`config.mk`:
```
export PLATFORM = sky130hd
export DESIGN_NAME = twsts_core
export DESIGN_NICKNAME = d
export VERILOG_FILES = /design/src/rtl/twsts_pkg.sv /design/src/rtl/twsts_sync.sv /design/src/rtl/twsts_core.sv
export SDC_FILE = /design/constraint.sdc
export NUM_CORES = 1
export LEC_CHECK = 0
export BUFFER_PORTS_ARGS = -buffer_cell sky130_fd_sc_hd__buf_2
export CAP_MARGIN = 20
export CORE_ASPECT_RATIO = 2
export CORE_UTILIZATION = 55
export CTS_CLUSTER_DIAMETER = 120
export CTS_CLUSTER_SIZE = 28
export DETAILED_ROUTE_END_ITERATION = 7
export HOLD_SLACK_MARGIN = 0.12
export PLACE_DENSITY = 0.88
export RECOVER_POWER = 100
export SETUP_SLACK_MARGIN = 0.05
export SYNTH_ARGS = -nofsm -noshare
export SYNTH_HDL_FRONTEND = slang
export SYNTH_SLANG_ARGS = --single-unit
export TNS_END_PERCENT = 50
```
`constraint.sdc`:
```
create_clock -name core_clk -period 2.8 [get_ports core_clk]
set_input_delay 0.28 -clock core_clk [delete_from_list [all_inputs] [get_ports core_clk]]
set_output_delay 0.28 -clock core_clk [all_outputs]
set_load 0.02 [all_outputs]
```
`src/rtl/twsts_pkg.sv`:
```
// Constants, field layouts and types for the two-wire slave transmitter status block.
// Assumes one 40 MHz core clock; all software-side strobes come from that clock domain.
//
// Summary of operation
// - Own read address acked posts A8
// - Lost arbitration then read-addressed posts B0
// - Data byte acked posts B8, awaits load
// - Data byte not acked posts C0, unaddress
// - Last byte acked posts C8, unaddress
// - Start request sends START once bus free
// - General call answered only when enabled
// - Flag clear shows status F8
// - START/STOP inside frame posts 00, sets flag
// - Recovery unaddresses, hardware clears stop bit
// - Recovery releases both lines, no STOP
// - Buffer need not hold byte after wake
// - Repeated START restarts address phase, keeps bus
// - Ack-enable cleared makes current byte last
// - Clock held low while flag set, except after a bus error
// - Status code in bits 7 to 3
package twsts_pkg;

  // ***************************************************
  // Status codes, prescaler bits already masked to zero
  // ***************************************************
  localparam logic [7:0] ST_OWN_READ = 8'ha8;
  localparam logic [7:0] ST_ARB_READ = 8'hb0;
  localparam logic [7:0] ST_DATA_ACK = 8'hb8;
  localparam logic [7:0] ST_DATA_NACK = 8'hc0;
  localparam logic [7:0] ST_LAST_ACK = 8'hc8;
  localparam logic [7:0] ST_NO_INFO = 8'hf8;
  localparam logic [7:0] ST_BUS_ERR = 8'h00;

  // ***************************************************
  // Field positions and bus constants
  // ***************************************************
  localparam int CODE_MSB = 7;
  localparam int CODE_LSB = 3;
  localparam logic [6:0] GENERAL_CALL_ADDRESS = 7'h00;
  localparam logic [3:0] BYTE_BITS = 4'h8;
  localparam logic [3:0] LAST_BIT_IDX = 4'h7;

  // ***************************************************
  // Reset values
  // ***************************************************
  localparam logic [6:0] OWN_ADDR_RST = 7'h00;
  localparam logic [1:0] PRESCALE_RST = 2'h0;
  localparam logic [7:0] BUFFER_RST = 8'h00;

  // ***************************************************
  // Timing: START hold before the clock is pulled low
  // ***************************************************
  localparam int CLK_PERIOD_NS = 25;
  localparam int START_HOLD_NS = 4000;
  localparam int START_HOLD_CYC = (START_HOLD_NS + CLK_PERIOD_NS - 1) / CLK_PERIOD_NS;
  localparam logic [7:0] START_HOLD_LAST = 8'(START_HOLD_CYC - 1);

  // ***************************************************
  // Types
  // ***************************************************
  // Control bits written and read back by software
  typedef struct packed {
    logic job_done_flag;
    logic ack_enable_bit;
    logic start_request_bit;
    logic stop_request_bit;
  } twsts_ctl_t;

  // Own address plus general call enable
  typedef struct packed {
    logic [6:0] own_slave_address;
    logic general_call_enable;
  } twsts_addr_t;

  // Engine states
  typedef enum logic [3:0] {
    S_IDLE,
    S_ADDR,
    S_ADDR_ACK,
    S_WAIT,
    S_TX_LOAD,
    S_TX_BIT,
    S_TX_ACK,
    S_ERROR,
    S_START_GEN,
    S_MASTER
  } twsts_state_t;

endpackage

```
`src/rtl/twsts_sync.sv`:
```
// Two flip-flop synchroniser for one bus line.
// Assumes the line idles high, so both stages reset to one.
`timescale 1ns/1ps
`default_nettype none
module twsts_sync (
  input wire logic core_clk,
  input wire logic srst,
  input wire logic async_in,
  output logic sync_out
);
  logic meta_reg; // First stage, read only by the second

  // ***************************************************
  // Synchroniser chain
  // ***************************************************
  always_ff @(posedge core_clk) begin
    if (srst) begin
      meta_reg <= 1'b1;
      sync_out <= 1'b1;
    end else begin
      meta_reg <= async_in;
      sync_out <= meta_reg;
    end
  end
endmodule
`default_nettype wire

```
`src/rtl/twsts_core.sv`:
```
// Slave transmitter status engine for a two-wire serial bus.
// Assumes software strobes are synchronous to core_clk; bus lines are open drain, pulled up outside.
`timescale 1ns/1ps
`default_nettype none
module twsts_core (
  input wire logic core_clk,
  input wire logic srst,
  input wire logic ctl_wr,
  input wire twsts_pkg::twsts_ctl_t ctl_wdata,
  input wire logic data_wr,
  input wire logic [7:0] data_wdata,
  input wire logic addr_wr,
  input wire twsts_pkg::twsts_addr_t addr_wdata,
  input wire logic prescale_wr,
  input wire logic [1:0] prescale_wdata,
  input wire logic arb_lost_sla,
  input wire logic scl_i,
  output logic scl_o,
  output logic scl_oe,
  input wire logic sda_i,
  output logic sda_o,
  output logic sda_oe,
  output var twsts_pkg::twsts_ctl_t bus_control,
  output logic [7:0] bus_status,
  output logic [7:0] byte_buffer,
  output var twsts_pkg::twsts_addr_t own_address,
  output logic write_collision,
  output logic start_issued
);
  import twsts_pkg::*;

  // ***************************************************
  // Declarations
  // ***************************************************
  twsts_ctl_t bus_control_reg; // Software control bits
  twsts_addr_t own_address_reg; // Own address and call enable
  twsts_state_t state_reg; // Engine state
  logic [7:0] byte_buffer_reg; // Byte loaded by software
  logic [7:0] shift_reg; // Address in, data out
  logic [7:0] posted_code_reg; // Held status code
  logic [7:0] hold_cnt_reg; // START hold timer
  logic [3:0] bit_cnt_reg; // Bits in current byte
  logic [1:0] prescale_reg; // Rate prescale field
  logic scl_oe_reg, sda_oe_reg; // Line pull-down enables
  logic scl_d_reg, sda_d_reg; // Previous synced levels
  logic read_dir_reg; // Own address with read bit
  logic last_byte_reg; // Byte sent as the last one
  logic ack_seen_reg; // Master acked on ninth clock
  logic arb_lost_reg; // Lost arbitration this frame
  logic bus_busy_reg; // Between START and STOP
  logic wcol_reg, start_issued_reg;
  logic scl_s, sda_s; // Synchronised lines
  logic scl_rise, scl_fall, start_det, stop_det;
  logic in_frame, bus_err, addr_hit, own_hit;
  logic clear_ok, recover_ok, post_now, tx_code;

  // ***************************************************
  // Line sampling and condition detection
  // ***************************************************
  twsts_sync u_scl_sync (.core_clk(core_clk), .srst(srst), .async_in(scl_i), .sync_out(scl_s));
  twsts_sync u_sda_sync (.core_clk(core_clk), .srst(srst), .async_in(sda_i), .sync_out(sda_s));

  // Previous levels for edge finding
  always_ff @(posedge core_clk) begin
    if (srst) begin
      scl_d_reg <= 1'b1;
      sda_d_reg <= 1'b1;
    end else begin
      scl_d_reg <= scl_s;
      sda_d_reg <= sda_s;
    end
  end

  assign scl_rise = scl_s & ~scl_d_reg;
  assign scl_fall = ~scl_s & scl_d_reg;
  // Data moves while clock stays high: START falls, STOP rises
  assign start_det = scl_s & scl_d_reg & sda_d_reg & ~sda_s;
  assign stop_det = scl_s & scl_d_reg & ~sda_d_reg & sda_s;

  // Bus occupancy, used to wait for a free bus
  always_ff @(posedge core_clk) begin
    if (srst) begin
      bus_busy_reg <= 1'b0;
    end else if (start_det) begin
      bus_busy_reg <= 1'b1;
    end else if (stop_det) begin
      bus_busy_reg <= 1'b0;
    end
  end

  // ***************************************************
  // Decodes
  // ***************************************************
  // A START at bit 0 of the address is a legal restart, not an error
  assign in_frame = (state_reg == S_ADDR && bit_cnt_reg != 4'h0) || state_reg == S_ADDR_ACK ||
                    state_reg == S_TX_LOAD || state_reg == S_TX_BIT || state_reg == S_TX_ACK;
  assign bus_err = in_frame & (start_det | stop_det);
  assign own_hit = shift_reg[7:1] == own_address_reg.own_slave_address;
  // Address recognised only with ack enabled; call address needs its enable
  assign addr_hit = bus_control_reg.ack_enable_bit & (own_hit |
                    (shift_reg[7:1] == GENERAL_CALL_ADDRESS & own_address_reg.general_call_enable));
  // Flag clear honoured while waiting, or with stop for recovery
  assign clear_ok = ctl_wr & ctl_wdata.job_done_flag & (state_reg == S_WAIT | ctl_wdata.stop_request_bit);
  assign recover_ok = ctl_wr & ctl_wdata.job_done_flag & ctl_wdata.stop_request_bit &
                      (state_reg == S_ERROR | state_reg == S_MASTER);
  assign post_now = bus_err | (state_reg == S_ADDR_ACK & scl_fall & read_dir_reg) |
                    (state_reg == S_TX_ACK & scl_fall);
  assign tx_code = posted_code_reg == ST_OWN_READ | posted_code_reg == ST_ARB_READ |
                   posted_code_reg == ST_DATA_ACK;

  // ***************************************************
  // Control register
  // ***************************************************
  always_ff @(posedge core_clk) begin
    if (srst) begin
      bus_control_reg <= '0;
    end else begin
      if (ctl_wr) begin
        bus_control_reg.ack_enable_bit <= ctl_wdata.ack_enable_bit;
        bus_control_reg.start_request_bit <= ctl_wdata.start_request_bit;
        bus_control_reg.stop_request_bit <= ctl_wdata.stop_request_bit;
      end
      // Hardware clears only the stop bit on recovery
      if (recover_ok) begin
        bus_control_reg.stop_request_bit <= 1'b0;
      end
      // Set wins over a clear in the same cycle
      if (post_now) begin
        bus_control_reg.job_done_flag <= 1'b1;
      end else if (clear_ok) begin
        bus_control_reg.job_done_flag <= 1'b0;
      end
    end
  end

  // ***************************************************
  // Data buffer, address and prescale
  // ***************************************************
  // Buffer is written only while the flag is up; contents after wake are not trusted
  always_ff @(posedge core_clk) begin
    if (srst) begin
      byte_buffer_reg <= BUFFER_RST;
      wcol_reg <= 1'b0;
    end else if (data_wr) begin
      if (bus_control_reg.job_done_flag) begin
        byte_buffer_reg <= data_wdata;
        wcol_reg <= 1'b0;
      end else begin
        wcol_reg <= 1'b1;
      end
    end
  end

  // Own address and prescale storage
  always_ff @(posedge core_clk) begin
    if (srst) begin
      own_address_reg <= {OWN_ADDR_RST, 1'b0};
      prescale_reg <= PRESCALE_RST;
    end else begin
      if (addr_wr) begin
        own_address_reg <= addr_wdata;
      end
      if (prescale_wr) begin
        prescale_reg <= prescale_wdata;
      end
    end
  end

  // Lost arbitration is remembered until the next status is posted
  always_ff @(posedge core_clk) begin
    if (srst) begin
      arb_lost_reg <= 1'b0;
    end else if (arb_lost_sla) begin
      arb_lost_reg <= 1'b1;
    end else if (post_now) begin
      arb_lost_reg <= 1'b0;
    end
  end

  // ***************************************************
  // Transfer engine
  // ***************************************************
  always_ff @(posedge core_clk) begin
    if (srst) begin
      state_reg <= S_IDLE;
      shift_reg <= 8'h00;
      bit_cnt_reg <= 4'h0;
      posted_code_reg <= ST_NO_INFO;
      scl_oe_reg <= 1'b0;
      sda_oe_reg <= 1'b0;
      read_dir_reg <= 1'b0;
      last_byte_reg <= 1'b0;
      ack_seen_reg <= 1'b0;
      hold_cnt_reg <= 8'h00;
      start_issued_reg <= 1'b0;
    end else begin
      start_issued_reg <= 1'b0;
      if (bus_err) begin
        // Error: post code, let go of both lines
        state_reg <= S_ERROR;
        posted_code_reg <= ST_BUS_ERR;
        scl_oe_reg <= 1'b0;
        sda_oe_reg <= 1'b0;
      end else begin
        unique case (state_reg)
          S_IDLE: begin
            // Any START, repeated ones included, opens an address phase
            if (start_det) begin
              state_reg <= S_ADDR;
              bit_cnt_reg <= 4'h0;
            end else if (bus_control_reg.start_request_bit & ~bus_busy_reg &
                         ~bus_control_reg.job_done_flag) begin
              state_reg <= S_START_GEN;
              sda_oe_reg <= 1'b1;
              hold_cnt_reg <= 8'h00;
            end
          end
          S_ADDR: begin
            if (start_det) begin
              bit_cnt_reg <= 4'h0;
            end else if (scl_rise) begin
              shift_reg <= {shift_reg[6:0], sda_s};
              bit_cnt_reg <= bit_cnt_reg + 4'h1;
            end else if (scl_fall && bit_cnt_reg == BYTE_BITS) begin
              if (addr_hit) begin
                state_reg <= S_ADDR_ACK;
                sda_oe_reg <= 1'b1;
                read_dir_reg <= own_hit & shift_reg[0];
              end else begin
                state_reg <= S_IDLE;
              end
            end
          end
          S_ADDR_ACK: begin
            if (scl_fall) begin
              sda_oe_reg <= 1'b0;
              if (read_dir_reg) begin
                state_reg <= S_WAIT;
                scl_oe_reg <= 1'b1;
                posted_code_reg <= arb_lost_reg ? ST_ARB_READ : ST_OWN_READ;
              end else begin
                // Write direction belongs to the receiver side
                state_reg <= S_IDLE;
              end
            end
          end
          S_WAIT: begin
            // Code and clock stretch hold until the flag is cleared
            if (clear_ok) begin
              if (tx_code) begin
                state_reg <= S_TX_LOAD;
                shift_reg <= byte_buffer_reg;
                sda_oe_reg <= ~byte_buffer_reg[7];
                last_byte_reg <= ~ctl_wdata.ack_enable_bit;
                bit_cnt_reg <= 4'h0;
              end else begin
                // After C0 or C8: not addressed, recognition per ack enable
                state_reg <= S_IDLE;
                scl_oe_reg <= 1'b0;
              end
            end
          end
          S_TX_LOAD: begin
            // One cycle of data setup before the clock is let go
            state_reg <= S_TX_BIT;
            scl_oe_reg <= 1'b0;
          end
          S_TX_BIT: begin
            if (scl_fall) begin
              bit_cnt_reg <= bit_cnt_reg + 4'h1;
              if (bit_cnt_reg == LAST_BIT_IDX) begin
                state_reg <= S_TX_ACK;
                sda_oe_reg <= 1'b0;
              end else begin
                shift_reg <= {shift_reg[6:0], 1'b0};
                sda_oe_reg <= ~shift_reg[6];
              end
            end
          end
          S_TX_ACK: begin
            if (scl_rise) begin
              ack_seen_reg <= ~sda_s;
            end else if (scl_fall) begin
              state_reg <= S_WAIT;
              scl_oe_reg <= 1'b1;
              if (!ack_seen_reg) begin
                posted_code_reg <= ST_DATA_NACK;
              end else if (last_byte_reg) begin
                posted_code_reg <= ST_LAST_ACK;
              end else begin
                posted_code_reg <= ST_DATA_ACK;
              end
            end
          end
          S_START_GEN: begin
            // Data held low with clock high, then the clock follows
            hold_cnt_reg <= hold_cnt_reg + 8'h01;
            if (hold_cnt_reg == START_HOLD_LAST) begin
              state_reg <= S_MASTER;
              scl_oe_reg <= 1'b1;
              start_issued_reg <= 1'b1;
            end
          end
          S_MASTER, S_ERROR: begin
            // Leave quietly: lines released, no STOP driven
            if (recover_ok) begin
              state_reg <= S_IDLE;
              scl_oe_reg <= 1'b0;
              sda_oe_reg <= 1'b0;
            end
          end
        endcase
      end
    end
  end

  // ***************************************************
  // Outputs
  // ***************************************************
  assign scl_o = 1'b0;
  assign sda_o = 1'b0;
  assign scl_oe = scl_oe_reg;
  assign sda_oe = sda_oe_reg;
  assign bus_control = bus_control_reg;
  assign byte_buffer = byte_buffer_reg;
  assign own_address = own_address_reg;
  assign write_collision = wcol_reg;
  assign start_issued = start_issued_reg;
  // No information while the flag is down
  assign bus_status = {(bus_control_reg.job_done_flag ? posted_code_reg[CODE_MSB:CODE_LSB]
                        : ST_NO_INFO[CODE_MSB:CODE_LSB]), 1'b0, prescale_reg};
endmodule
`default_nettype wire

```
==> impl_metrics.json <==
{
  "combinationalPowerShare": 0.235,
  "seq_power_share": 0.358,
  "netlist_top_cells_count": "dfxtp_1, nor2_1, nand2_1",
  "relative_max_transition_margin": -0.04955,
  "cts_num_sinks": 66,
  "gr-usage-all-layers": 0.3146,
  "cp_data_required_time_ns": 2.96,
  "place_hpwl_um": 7070,
  "count_of_synthesis_stage_warnings_from_yosys": 0,
  "p_int_uw": 2115,
  "detailedRoute.firstIterationViolations": 127,
  "synth_edf_count": 0,
  "critPathMaxFanout": 9,
  "status": "finished, violations left",
  "drt-pass1-iter-count": 8,
  "async_flop_share": 0,
  "core_um2": 5956,
  "stdcell_area_um2": 4009,
  "drt-wirelength-per-cell_um": 18.20,
  "hold_viol_final": 0,
  "post_cts.repair.setup_buffers": 0,
  "grt_antenna_before_repair": 0,
  "cts_htree_levels": 3,
  "timing.final.max_slew_violations": 39,
  "drc": 2,
  "ys_types": 69,
  "yosysMostFrequentCell": "dfxtp_1",
  "yosys-top-cells-area": "dfxtp_1, mux2i_1, nor2_1",
  "floorplan.initialDensity": 0.5689,
  "via_count": 3210,
  "grt_setup_unrepaired": "false",
  "timing.setup.critical_path_class": "register to register",
  "syn_avg_cell_area_um2": 8.733,
  "cap_violations": 1,
  "highest_cell_delay_on_the_worst_timing_path_ns": 0.42,
  "worst_path_dominant_cell_family": "compound AO/OA/AOI/OAI gates",
  "rows": 40,
  "crit_slowest_cell": "o2111ai_2",
  "numPortBuffers": 61,
  "fin_crit_sh": 0.9225,
  "clock_latency_ns": 0.34,
  "first_global_vias": 3207,
  "worst_case_vdd_ir_drop_mv": 0.5307,
  "power.switching_fraction": 0.3108,
  "max_clock_freq_mhz": 387.1,
  "fp.dieW_um": 57.50,
  "synth_seq_cells": 66,
  "clock_power_share": 0.407,
  "syn_area_um2": 3388,
  "worstPathArrival_ns": 2.74,
  "pin_count_of_the_biggest_net_entering_global_routing": 39,
  "cp-start-kind": "register",
  "tritoncts_clock_tree": "done",
  "max_slew.worst_pin.slew_ns": 1.574,
  "power_switching_uw": 954.0,
  "nFillCells": 461,
  "gr-total-overflow": 0,
  "setup.worst_path.end_class": "register",
  "post-route-min-period_ns": 2.583,
  "finalNetCount": 487,
  "synth-seq-area-share": 0.3900,
  "floorplan.die_area_um2": 6498,
  "layout-area-overhead-vs-synth_pct": 18.32,
  "violated_checks": "design-rule violations, max-capacitance violations, max-slew violations",
  "dieHeight_um": 113,
  "yosysTopAreaCellShare": 0.3900,
  "syn-instance-count": 388,
  "power-per-cell-area_nw_per_um2": 765.6,
  "finalWeightedCongestion": 1.026,
  "ioPinCount": 65,
  "synth_top_flop_cell": "dfxtp_1",
  "post-synth-top-area-cell": "dfxtp_1",
  "via_per_inst": 6.161,
  "drive_above_1_share": 0.1769,
  "fin_setup_tns_ns": 0,
  "worst-path-buf-inv": 1,
  "holdCritPathClass": "input pin to register",
  "root_buffer_master": "clkbuf_16",
  "worstPathCellList": "inv_1, ha_1, or3b_1, a221o_1, nand3_1, o2111ai_2, a221oi_1, nor3_1",
  "grt_pass1_wl_um": 15220,
  "clk_path_buf_depth": 2,
  "routed_wirelength_um": 9483,
  "cts_made_buffers": 9,
  "antenna_cells_inserted": 0,
  "dpl_cell_area_um2": 3714,
  "cts.clk_slew.worst_paths_ns": 0.06,
  "route.antenna.remaining_nets": 0,
  "total_leakage_power_uw": 0.001648,
  "fin_skew_ns": 0.005630,
  "final-setup-viol-count": 0
}
-- placed cells by master (no fill, tap or decap), drive strengths merged, types with 4 or more instances in the layout --
cell and instances:
xor2 11, dfxtp 66, buf 40, nand2 38, nand3 9, nor2b 7, a311o 4, or2 8
a211oi 4, o21ai 12, mux2i 23, nand2b 12, nor2 51, inv 10, nor3 12, a21oi 24
mux2 8, clkbuf 43, xnor2 4, a31oi 7
-- timing repair --
item | CTS | global route
setup endpoints to repair | 0 | 1
hold endpoints to repair | 1 | 0
gates resized for setup | 0 | 1
hold buffers | 1 | 0
-- power groups by stage --
stage	clock network [uW]	registers, uW	logic, uW
2_1_floorplan	0	1090	534
3_3_place_gp	0	1110	699
3_5_place_dp	0	1120	710
4_1_cts	1260	1100	716
5_1_grt	1300	1110	786
6_report	1250	1100	722
-- worst paths after layout --
| check | startpoint | to | slack [ns] | cells past startpoint |
|---|---|---|---|---|
| setup / recovery | bit_cnt_reg[0] | shift_reg[0] | 0.22 | 8 |
| hold / removal | ctl_wdata[2] | last_byte_reg | 0.14 | 2 |
| setup reg to reg | bit_cnt_reg[0] | shift_reg[0] | 0.22 | 8 |
| hold reg to reg | u_scl_sync.meta_reg | u_scl_sync.sync_out | 0.42 | 1 |
-- per-stage QoR --
step	setup WS, ns	cells	power, uW	hold WS [ns]	utilization
6_report	0.2170	521	3069	0.1394	0.6731
5_1_grt	0.04858	521	3200	0.1428	0.6731
4_1_cts	0.2781	521	3068	0.1395	0.6811
3_5_place_dp	0.2908	504	1826	0.4037	0.6235
3_3_place_gp	0.4123	504	1812	0.3955	0.6235
2_1_floorplan	0.5379	390	1629	0.3756	-
-- cells by family (layout without fill, tap and decap cells) --
group | Yosys count | count (layout) | share of synthesized area
and+or+nand+nor | 164 | 164 | 0.2489
AOI/OAI and AO/OA | 77 | 77 | 0.1595
DFF | 66 | 66 | 0.3900
muxes | 31 | 31 | 0.09454
buffers and inverters | 31 | 99 | 0.05613
xor gates and xnor gates | 15 | 15 | 0.03877
adders and majority gates | 3 | 3 | 0.01108
other | 1 | 3 | 0.001107
-- routing by layer --
metal | GRT usage | wire, um
met5 | 0 | 0
met2 | 0.5682 | 5209
met4 | 0.2569 | 588
met3 | 0.07543 | 403
met1 | 0.2822 | 3281
-- area by class of cell --
cell class | count | area (um2) | area share
clock buffers | 10 | 239.0 | 0.05961
flip-flops and latches | 66 | 1321 | 0.3296
clock inverters | 6 | 93.84 | 0.02341
inverters | 9 | 33.78 | 0.008427
multi-input cells | 293 | 1881 | 0.4691
well taps | 63 | 78.83 | 0.01966
repair buffers | 74 | 361.6 | 0.09020
-- worst register-to-register path, delay by kind of cell, from the launching register on --
kind            cells  cell delay [ns]
compound gates      3             1.12
simple gates        3             0.72
flops               1             0.35
fa+ha+maj           1             0.15
buf+inv             1             0.07
(Power assumes the default switching activity.)
